--- src/hdl/cbe_pkg.sv ---
package cbe_pkg;
  // ==========================================================================
  // Widths
  localparam int PC_W  = 16;
  localparam int OFS_W = 7;

  // ==========================================================================
  // Reset values and constants
  localparam logic [PC_W-1:0] PC_RESET = 16'h0000;
  localparam logic [PC_W-1:0] PC_ONE   = 16'h0001;

  // ==========================================================================
  // Condition selector codes
  typedef enum logic [3:0] {
    CBE_JUMP_WHEN_CARRY_SET          = 4'h0,
    CBE_JUMP_WHEN_CARRY_CLEAR        = 4'h1,
    CBE_JUMP_UNSIGNED_NOT_BELOW      = 4'h2,
    CBE_JUMP_UNSIGNED_BELOW          = 4'h3,
    CBE_JUMP_WHEN_NEGATIVE           = 4'h4,
    CBE_JUMP_WHEN_NONNEGATIVE        = 4'h5,
    CBE_JUMP_SIGNED_NOT_LESS         = 4'h6,
    CBE_JUMP_SIGNED_LESS             = 4'h7,
    CBE_JUMP_WHEN_HALFCARRY_SET      = 4'h8,
    CBE_JUMP_WHEN_HALFCARRY_CLEAR    = 4'h9,
    CBE_JUMP_WHEN_TRANSFER_BIT_SET   = 4'hA
  } cbe_cond_t;

  // ==========================================================================
  // Sequencer states, one-hot
  typedef enum logic [1:0] {
    CBE_ST_IDLE  = 2'h1,
    CBE_ST_FLUSH = 2'h2
  } cbe_state_t;
endpackage

--- src/hdl/cbe_branch_eval.sv ---
`timescale 1ns/10ps
// Function
// - Carry-set jump loads PC plus offset plus one when carry is 1.
// - Carry-clear jump is taken only when carry is 0.
// - Unsigned not-below jump equals carry-clear: taken when carry is 0.
// - Unsigned below jump equals carry-set: taken when carry is 1.
// - Negative jump taken when negative flag is 1, else falls through.
// - Nonnegative jump taken when negative flag is 0, else falls through.
// - Signed not-less jump taken when negative xor overflow is 0.
// - Signed less jump taken when negative xor overflow is 1.
// - Half-carry-set jump taken when half-carry flag is 1.
// - Half-carry-clear jump taken when half-carry flag is 0.
// - Transfer-bit jump taken when transfer flag is 1.
// - No status flag changes; each branch takes one or two cycles.
module cbe_branch_eval (
  input  wire logic                      ref_clk,
  input  wire logic                      rst_b,
  input  wire logic                      br_valid,
  input  wire cbe_pkg::cbe_cond_t        br_cond,
  input  wire logic [cbe_pkg::OFS_W-1:0] br_offset,
  input  wire logic [cbe_pkg::PC_W-1:0]  pc_in,
  input  wire logic                      flag_carry,
  input  wire logic                      flag_negative,
  input  wire logic                      flag_overflow,
  input  wire logic                      flag_halfcarry,
  input  wire logic                      flag_transfer,
  output logic                           pc_load,
  output logic [cbe_pkg::PC_W-1:0]       pc_target,
  output logic                           flush,
  output logic                           busy,
  output logic                           done,
  output logic                           taken
);
  import cbe_pkg::*;

  // ==========================================================================
  // State
  typedef struct packed {
    cbe_state_t      st;
    logic            pc_load;
    logic [PC_W-1:0] pc_target;
    logic            flush;
    logic            busy;
    logic            done;
    logic            taken;
  } cbe_regs_t;

  // Every pulse clears; the jump address starts from the PC reset value
  localparam cbe_regs_t REGS_RESET = '{
    st:        CBE_ST_IDLE,
    pc_load:   1'h0,
    pc_target: PC_RESET,
    flush:     1'h0,
    busy:      1'h0,
    done:      1'h0,
    taken:     1'h0
  };

  cbe_regs_t       r_reg;
  cbe_regs_t       r_next;
  logic            req_accept;
  logic            cond_hit;
  logic [PC_W-1:0] jump_addr;

  // ==========================================================================
  // Condition tests, one function per flag family
  function automatic logic cbe_carry_test(input cbe_cond_t c,
                                          input logic      cf);
    logic res;
    res = 1'h0;
    unique case (c)
      CBE_JUMP_WHEN_CARRY_SET: begin
        res = cf;
      end
      CBE_JUMP_WHEN_CARRY_CLEAR: begin
        res = !cf;
      end
      CBE_JUMP_UNSIGNED_NOT_BELOW: begin
        res = !cf;
      end
      CBE_JUMP_UNSIGNED_BELOW: begin
        res = cf;
      end
      default: begin
        res = 1'h0;
      end
    endcase
    return res;
  endfunction

  function automatic logic cbe_sign_test(input cbe_cond_t c,
                                         input logic      nf);
    logic res;
    res = 1'h0;
    unique case (c)
      CBE_JUMP_WHEN_NEGATIVE: begin
        res = nf;
      end
      CBE_JUMP_WHEN_NONNEGATIVE: begin
        res = !nf;
      end
      default: begin
        res = 1'h0;
      end
    endcase
    return res;
  endfunction

  function automatic logic cbe_signed_test(input cbe_cond_t c,
                                           input logic      nf,
                                           input logic      vf);
    logic res;
    res = 1'h0;
    unique case (c)
      CBE_JUMP_SIGNED_NOT_LESS: begin
        res = !(nf ^ vf);
      end
      CBE_JUMP_SIGNED_LESS: begin
        res = nf ^ vf;
      end
      default: begin
        res = 1'h0;
      end
    endcase
    return res;
  endfunction

  function automatic logic cbe_half_test(input cbe_cond_t c,
                                         input logic      hf);
    logic res;
    res = 1'h0;
    unique case (c)
      CBE_JUMP_WHEN_HALFCARRY_SET: begin
        res = hf;
      end
      CBE_JUMP_WHEN_HALFCARRY_CLEAR: begin
        res = !hf;
      end
      default: begin
        res = 1'h0;
      end
    endcase
    return res;
  endfunction

  function automatic logic cbe_transfer_test(input cbe_cond_t c,
                                             input logic      tf);
    logic res;
    res = 1'h0;
    unique case (c)
      CBE_JUMP_WHEN_TRANSFER_BIT_SET: begin
        res = tf;
      end
      default: begin
        res = 1'h0;
      end
    endcase
    return res;
  endfunction

  // Codes above the transfer-bit jump are spares and must never branch
  function automatic logic cbe_code_known(input cbe_cond_t c);
    logic res;
    res = 1'h0;
    unique case (c)
      CBE_JUMP_WHEN_CARRY_SET,
      CBE_JUMP_WHEN_CARRY_CLEAR,
      CBE_JUMP_UNSIGNED_NOT_BELOW,
      CBE_JUMP_UNSIGNED_BELOW,
      CBE_JUMP_WHEN_NEGATIVE,
      CBE_JUMP_WHEN_NONNEGATIVE,
      CBE_JUMP_SIGNED_NOT_LESS,
      CBE_JUMP_SIGNED_LESS,
      CBE_JUMP_WHEN_HALFCARRY_SET,
      CBE_JUMP_WHEN_HALFCARRY_CLEAR,
      CBE_JUMP_WHEN_TRANSFER_BIT_SET: begin
        res = 1'h1;
      end
      default: begin
        res = 1'h0;
      end
    endcase
    return res;
  endfunction

  function automatic logic cbe_cond_true(input cbe_cond_t c,
                                         input logic      cf,
                                         input logic      nf,
                                         input logic      vf,
                                         input logic      hf,
                                         input logic      tf);
    logic hit_any;
    hit_any = cbe_carry_test(c, cf) |
              cbe_sign_test(c, nf) |
              cbe_signed_test(c, nf, vf) |
              cbe_half_test(c, hf) |
              cbe_transfer_test(c, tf);
    return hit_any && cbe_code_known(c);
  endfunction

  // ==========================================================================
  // Jump address arithmetic
  // Offset is a signed word displacement, sign-extended to PC width
  function automatic logic [PC_W-1:0] cbe_sext(input logic [OFS_W-1:0] ofs);
    logic [PC_W-1:0] ext;
    ext = {{(PC_W-OFS_W){ofs[OFS_W-1]}}, ofs};
    return ext;
  endfunction

  // Wraps modulo the PC width, just as the program counter itself does
  function automatic logic [PC_W-1:0] cbe_target(input logic [PC_W-1:0]  pc,
                                                  input logic [OFS_W-1:0] ofs);
    logic [PC_W-1:0] sum;
    sum = pc + cbe_sext(ofs) + PC_ONE;
    return sum;
  endfunction

  // ==========================================================================
  // Per-state next values
  function automatic cbe_regs_t cbe_idle_next(input cbe_regs_t       cur,
                                              input logic            accept,
                                              input logic            hit,
                                              input logic [PC_W-1:0] addr);
    cbe_regs_t nxt;
    nxt         = cur;
    nxt.pc_load = 1'h0;
    nxt.flush   = 1'h0;
    nxt.busy    = 1'h0;
    nxt.done    = 1'h0;
    nxt.taken   = 1'h0;
    if (accept && hit) begin
      // Taken: redirect and discard the fetched word now, second cycle raises done
      nxt.pc_load   = 1'h1;
      nxt.pc_target = addr;
      nxt.flush     = 1'h1;
      nxt.busy      = 1'h1;
      nxt.taken     = 1'h1;
      nxt.st        = CBE_ST_FLUSH;
    end else if (accept) begin
      // Fall through finishes in a single cycle
      nxt.done = 1'h1;
    end
    return nxt;
  endfunction

  function automatic cbe_regs_t cbe_flush_next(input cbe_regs_t cur);
    cbe_regs_t nxt;
    nxt         = cur;
    nxt.pc_load = 1'h0;
    nxt.flush   = 1'h0;
    nxt.taken   = 1'h0;
    // The flush state blocks a new request so a taken branch holds exactly two cycles
    nxt.busy    = 1'h0;
    nxt.done    = 1'h1;
    nxt.st      = CBE_ST_IDLE;
    return nxt;
  endfunction

  // Illegal state codes fall back to idle but keep the last jump address
  function automatic cbe_regs_t cbe_recover_next(input cbe_regs_t cur);
    cbe_regs_t nxt;
    nxt           = REGS_RESET;
    nxt.pc_target = cur.pc_target;
    return nxt;
  endfunction

  // ==========================================================================
  // Request decode
  assign req_accept = br_valid && (r_reg.st == CBE_ST_IDLE);
  assign cond_hit   = cbe_cond_true(br_cond, flag_carry, flag_negative, flag_overflow,
                                    flag_halfcarry, flag_transfer);
  assign jump_addr  = cbe_target(pc_in, br_offset);

  // ==========================================================================
  // Next state
  always_comb begin
    r_next = r_reg;
    unique case (r_reg.st)
      CBE_ST_IDLE: begin
        r_next = cbe_idle_next(r_reg, req_accept, cond_hit, jump_addr);
      end
      CBE_ST_FLUSH: begin
        r_next = cbe_flush_next(r_reg);
      end
      default: begin
        r_next = cbe_recover_next(r_reg);
      end
    endcase
  end

  // ==========================================================================
  // Registers; no flag outputs exist, so status flags are never altered
  always_ff @(posedge ref_clk or negedge rst_b) begin
    if (!rst_b) begin
      r_reg <= REGS_RESET;
    end else begin
      r_reg <= r_next;
    end
  end

  // ==========================================================================
  // Outputs
  assign pc_load   = r_reg.pc_load;
  assign pc_target = r_reg.pc_target;
  assign flush     = r_reg.flush;
  assign busy      = r_reg.busy;
  assign done      = r_reg.done;
  assign taken     = r_reg.taken;
endmodule

--- config.mk ---
export PLATFORM = sky130hd
export DESIGN_NAME = cbe_branch_eval
export DESIGN_NICKNAME = d
export VERILOG_FILES = /design/src/hdl/cbe_pkg.sv /design/src/hdl/cbe_branch_eval.sv
export SDC_FILE = /design/constraint.sdc
export NUM_CORES = 1
export LEC_CHECK = 0
export BUFFER_PORTS_ARGS = -buffer_cell sky130_fd_sc_hd__buf_2
export CORE_MARGIN = 5
export CORE_UTILIZATION = 56
export DETAILED_ROUTE_END_ITERATION = 8
export HOLD_SLACK_MARGIN = 0.03
export PLACE_DENSITY = 0.91
export SLEW_MARGIN = 30
export SYNTH_ARGS = -nofsm -noshare
export SYNTH_HDL_FRONTEND = slang
export SYNTH_SLANG_ARGS = --single-unit
--- constraint.sdc ---
create_clock -name ref_clk -period 2.8 [get_ports ref_clk]
set_clock_uncertainty 0.2 [all_clocks]
set_input_delay 0.28 -clock ref_clk [delete_from_list [all_inputs] [get_ports ref_clk]]
set_output_delay 0.28 -clock ref_clk [all_outputs]
set_load 0.03 [all_outputs]
-- Word level (Yosys, flattened, before mapping)
Memory sizes are Yosys's and may differ from the RTL's.
Index checks and enable logic that the tools add are counted.
- add/subtract/negate cells: 2
- equality and inequality tests: 13
- mux-type cells: 10
- bitwise operators: 6
- reductions and logical operators: 11
- operator list (kind ; count):
    $pmux W23 S2 ; 1
    $mux W21 ; 1
    $add A16 B1 Y16 const B ; 1
    $add A16 B16 Y16 ; 1
    $eq A4 B3 Y1 const B ; 4
    $eq A4 B4 Y1 const B ; 3
    $eq A4 B2 Y1 const B ; 2
    $pmux W1 S2 ; 4
    $eq A4 B1 Y1 const B ; 1
    $logic_not A1 Y1 ; 4
    $logic_not A4 Y1 ; 1
    $mux W1 ; 4
    $or A1 B1 Y1 ; 4
    $reduce_or A2 Y1 ; 2
    $logic_and A1 B1 Y1 ; 3
    $reduce_and A3 Y1 ; 1
    $eq A2 B1 Y1 const B ; 1
    $eq A2 B2 Y1 const B ; 1
    $ne A2 B1 Y1 const B ; 1
    $not A1 Y1 ; 1
    $xor A1 B1 Y1 ; 1
- bits in registers: 23
- memory bits (read-only): 16
- input bits: 35
- output and inout port bits: 21
- logic and storage cells: 50
- memories: 1
- memories (name ; depth ; width ; rd ports ; clocked after Yosys merged registers in ; wr ports ; line ; source):
    (name not given) ; 16 ; 1 ; 1 ; 0 ; 0 ; cbe_branch_eval.sv:165 ; unique case (c)

-- Logic depth before layout (Yosys ltp)
- word-level depth: 11
- depth in mapped cells: 10
- gate-level depth less buffers: 10

-- Worst setup path before layout
No wires, ideal clock.
- path type: input -> register
- start point: in br_offset[0] in the netlist's numbering
- end point: reg r_reg, in the netlist pc_target[10]
- library setup time: 0.083 ns
- arrival: 2.022 ns
- data required time: 2.517 ns
- setup slack: 0.495 ns
- stages on the path: 10
- path buffers: 0
- cell sequence: inv_1 ha_1 inv_1 fa_1 a21o_1 a221oi_2 o21bai_1 mux2i_1 a31o_2 o21ai_0
- word-level cells in the longest chain between the ends: 4
- RTL lines (item ; line ; source):
    start: declaration ; cbe_branch_eval.sv:20 ; input wire logic [cbe_pkg::OFS_W-1:0] br_offset,
    $add A16 B16 Y16 ; cbe_branch_eval.sv:214 ; sum = pc + cbe_sext(ofs) + PC_ONE;
    $add A16 B1 Y16 ; cbe_branch_eval.sv:214 ;
    $mux W21 ; cbe_branch_eval.sv:231 ; if (accept && hit) begin
    $pmux W23 S2 ; cbe_branch_eval.sv:278 ; unique case (r_reg.st)
    end signal: assignment ; cbe_branch_eval.sv:297 ; r_reg <= r_next;
    end: declaration ; cbe_branch_eval.sv:59 ; cbe_regs_t r_reg;
Every way passes these cells. The select of a mux whose other input is x is not followed.
A chain may end at the register's enable or synchronous reset.

-- Worst setup path in the final report
- start point: in br_offset[0] in the netlist's numbering
- end point: reg r_reg, in the netlist pc_target[12]
Same word-level chain as after synthesis.

==> results.sh <==
export IMPL_pwr_share_seq_pct=31.4
export IMPL_place_area_um2=2020
export IMPL_final_nets=299
export IMPL_p_int_w=0.000797
export IMPL_rsz0062_at_grt="false"
export IMPL_cts_setup_buffers=0
export IMPL_grt_pass1_wl_mm=6.62
export IMPL_post_route_cell_area_um2=2060
export IMPL_grt_max_degree=21
export IMPL_drive_gt1_share_pct=29.0
export IMPL_setup_viol=0
export IMPL_cts_resized_gates=0
export IMPL_relSlewSlack_pct=69.1
export IMPL_avgSynthCellArea_um2=8.81
export IMPL_core_area_um2=3100
export IMPL_timing_final_crit_share_pct=85.7
export IMPL_comb_power_share_pct=58.0
export IMPL_reg2reg_from="r_reg[21]"
export IMPL_hp_start="br_valid"
export IMPL_antenna_found_initial=0
export IMPL_clk_path_buf_depth=2
export IMPL_hpwl_mm=3.36
export IMPL_yosys_cell_types_count=50
export IMPL_gr_total_overflow=0
export IMPL_crit_fanout=4
export IMPL_crit_start="br_offset[0]"
export IMPL_first_global_vias=1531
export IMPL_crit_type="in -> reg"
export IMPL_largest_reg_flops=16
export IMPL_power_density_nw_per_um2=737
export IMPL_synth_ff_type="dfrtp_1"
export IMPL_crit_family="compound AO/OA/AOI/OAI gates"
export IMPL_grt_util_all_layers_pct=18.7
export IMPL_synth_ff_latch_count=20
export IMPL_cp_end_kind="flip-flop"
export IMPL_diodes=0
export IMPL_place_congestion=0.900
export IMPL_dp_cells=284
export IMPL_wl_per_cell_um=13.9
export IMPL_insertion_delay_ns=0.29
export IMPL_cp_arrival_ns=2.39
export IMPL_p_clk_share_pct=10.6
export IMPL_cts_tree="built"
export IMPL_mostFrequentLayoutCell="buf_2"
export IMPL_holdCritPathClass="in -> reg"
export IMPL_p_sw_w=0.000723
export IMPL_hold_ws_ns=0.0569
export IMPL_most_common_layout_cells="55 x buf_2, 23 x nand2_1, 19 x dfrtp_1"
export IMPL_yosysSeqAreaShare_pct=27.4
export IMPL_cp_num_buf_inv=3
export IMPL_syn_num_nets=261
export IMPL_switching_share_pct=47.6
export IMPL_clock_root_buffer="clkbuf_4"
export IMPL_required_ns=2.79
export IMPL_vias=1640
export IMPL_avgViaCountPerCell=5.67
export IMPL_start_util_pct=59.1
export IMPL_syn_to_final_growth_pct=12.5
export IMPL_cts_made_buffers=3
export IMPL_critPathLaunchType="input port"
export IMPL_crit_top_cell="inv_1"
export IMPL_cpMaxStageDelayCell="fa_1"
export IMPL_first_iter_violations=71
export IMPL_path_clk_slew_ns=0.10
export IMPL_period_minus_slack_ns=2.40
export IMPL_die_h_um=67.2
export IMPL_stdcell_count=289
export IMPL_pre_cts_ws_ns=0.194
export IMPL_htreeDepth=1
export IMPL_wl_mm=4.02
export IMPL_slowest_delay_ns=0.40
export IMPL_pin_count=56
export IMPL_die_area_um2=4520
export IMPL_drt_drc_violations_left=0
export IMPL_max_freq_mhz=417
export IMPL_io_buffers=55
export IMPL_hold_violations=0
export IMPL_cp_cell_sequence="buf_2 -> inv_1 -> ha_1 -> inv_1 -> fa_1 -> a21o_1 -> a221oi_2 -> o21ai_0 -> a21oi_1 -> xor2_1 -> o31ai_1"
export IMPL_timing_max_cap_violations=0
export IMPL_syn_cell_area_um2=1830
export IMPL_drv_slew=0
export IMPL_synth_edf_count=0
export IMPL_ir_worst_vdd_v=0.000237
export IMPL_p_leak_nw=1.06
export IMPL_worst_pin_slew_ns=0.458
export IMPL_dr_pass1_iters=4
export IMPL_cts_sinks=20
export IMPL_yosysWarnings=0
export IMPL_die_w_um=67.2
export IMPL_synthCells=208
export IMPL_layout_setup_ws_ns=0.401
export IMPL_async_flop_share_pct=100
export IMPL_tns_ns=0
export IMPL_rows=20
export IMPL_status="complete, no violations"
export IMPL_ant_nets=0
[Yosys cell counts, types with 3 or more instances]
cell | count | area share (%)
dfrtp_1 | 19 | 26
nor3_1 | 4 | 1.1
nand2_1 | 23 | 4.7
a21oi_1 | 6 | 1.6
a211o_1 | 3 | 1.4
buf_4 | 20 | 8.2
nor2_1 | 7 | 1.4
nor2b_1 | 3 | 1.0
inv_1 | 9 | 1.8
ha_1 | 17 | 12
buf_2 | 3 | 0.82
a21o_1 | 7 | 2.9
clkbuf_1 | 4 | 0.82
o31ai_1 | 11 | 4.5
and3_1 | 4 | 1.4
xnor2_1 | 7 | 3.3
a22o_1 | 4 | 1.9
xor2_1 | 6 | 2.9
a31oi_1 | 4 | 1.4
o21ai_0 | 9 | 2.5
[what timing repair did]
action	4_1_cts	5_1_grt
hold endpoints to repair	20	0
hold buffers	1	0
endpoints found under the setup margin	0	0
[kinds of logic after synthesis]
kind of cell	Yosys count	share of synthesized area (%)
xor+xnor	13	6.21
mux	1	0.546
flops	20	27.4
compound gates	64	26.0
fa+ha+maj	18	12.7
buf+inv	38	12.6
simple gates	54	14.6
[worst paths after layout]
| check | endpoint | slack (ns) | cells after the start |
|---|---|---|---|
| max | pc_target[12] | 0.40 | 11 |
| min | busy | 0.06 | 3 |
| max reg2reg | r_reg[22] | 0.86 | 4 |
| min reg2reg | pc_target[11] | 0.28 | 2 |
| max in group asynchronous | r_reg[21] | 1.82 | 2 |
| min in group asynchronous | pc_target[1] | 0.25 | 2 |
[metrics by stage]
step                      power (W)  utilization (%)
after floorplan             0.00127                -
after global placement      0.00134             65.0
after detailed placement    0.00137             65.0
after CTS                   0.00153             66.5
after global routing        0.00163             66.5
final                       0.00152             66.5
[power groups by stage]
stage / sequential, W / combinational, W / clock, W
2_1_floorplan: 0.000487 / 0.000781 / 0
3_3_place_gp: 0.000482 / 0.000861 / 0
3_5_place_dp: 0.000485 / 0.000881 / 0
4_1_cts: 0.000478 / 0.000885 / 0.000163
5_1_grt: 0.000495 / 0.000960 / 0.000180
6_report: 0.000477 / 0.000882 / 0.000161
[worst register-to-register path, cell delays in order, from the launching register on]
cell and delay [ns]:
dfstp_2 0.56, inv_1 0.05, ha_1 0.57, inv_1 0.12, o311a_1 0.34
[final cells by class]
| class | instances | area (um^2) |
|---|---|---|
| Multi-Input combinational cell | 150 | 1100 |
| Fill cell | 285 | 1040 |
| Clock buffer | 4 | 36.3 |
| Tap cell | 44 | 55.1 |
| Sequential cell | 20 | 502 |
| Inverter | 9 | 33.8 |
| Timing Repair Buffer | 62 | 330 |
[routing by layer]
| metal | up-vias | GRT usage (%) | wire [um] |
|---|---|---|---|
| met4 | 0 | 6.08 | 29 |
| met1 | 759 | 24.9 | 1850 |
| li1 | 835 | - | - |
| met5 | - | 0 | 0 |
| met3 | 4 | 2.00 | 218 |
| met2 | 42 | 31.5 | 1930 |
(Power assumes the default switching activity.)
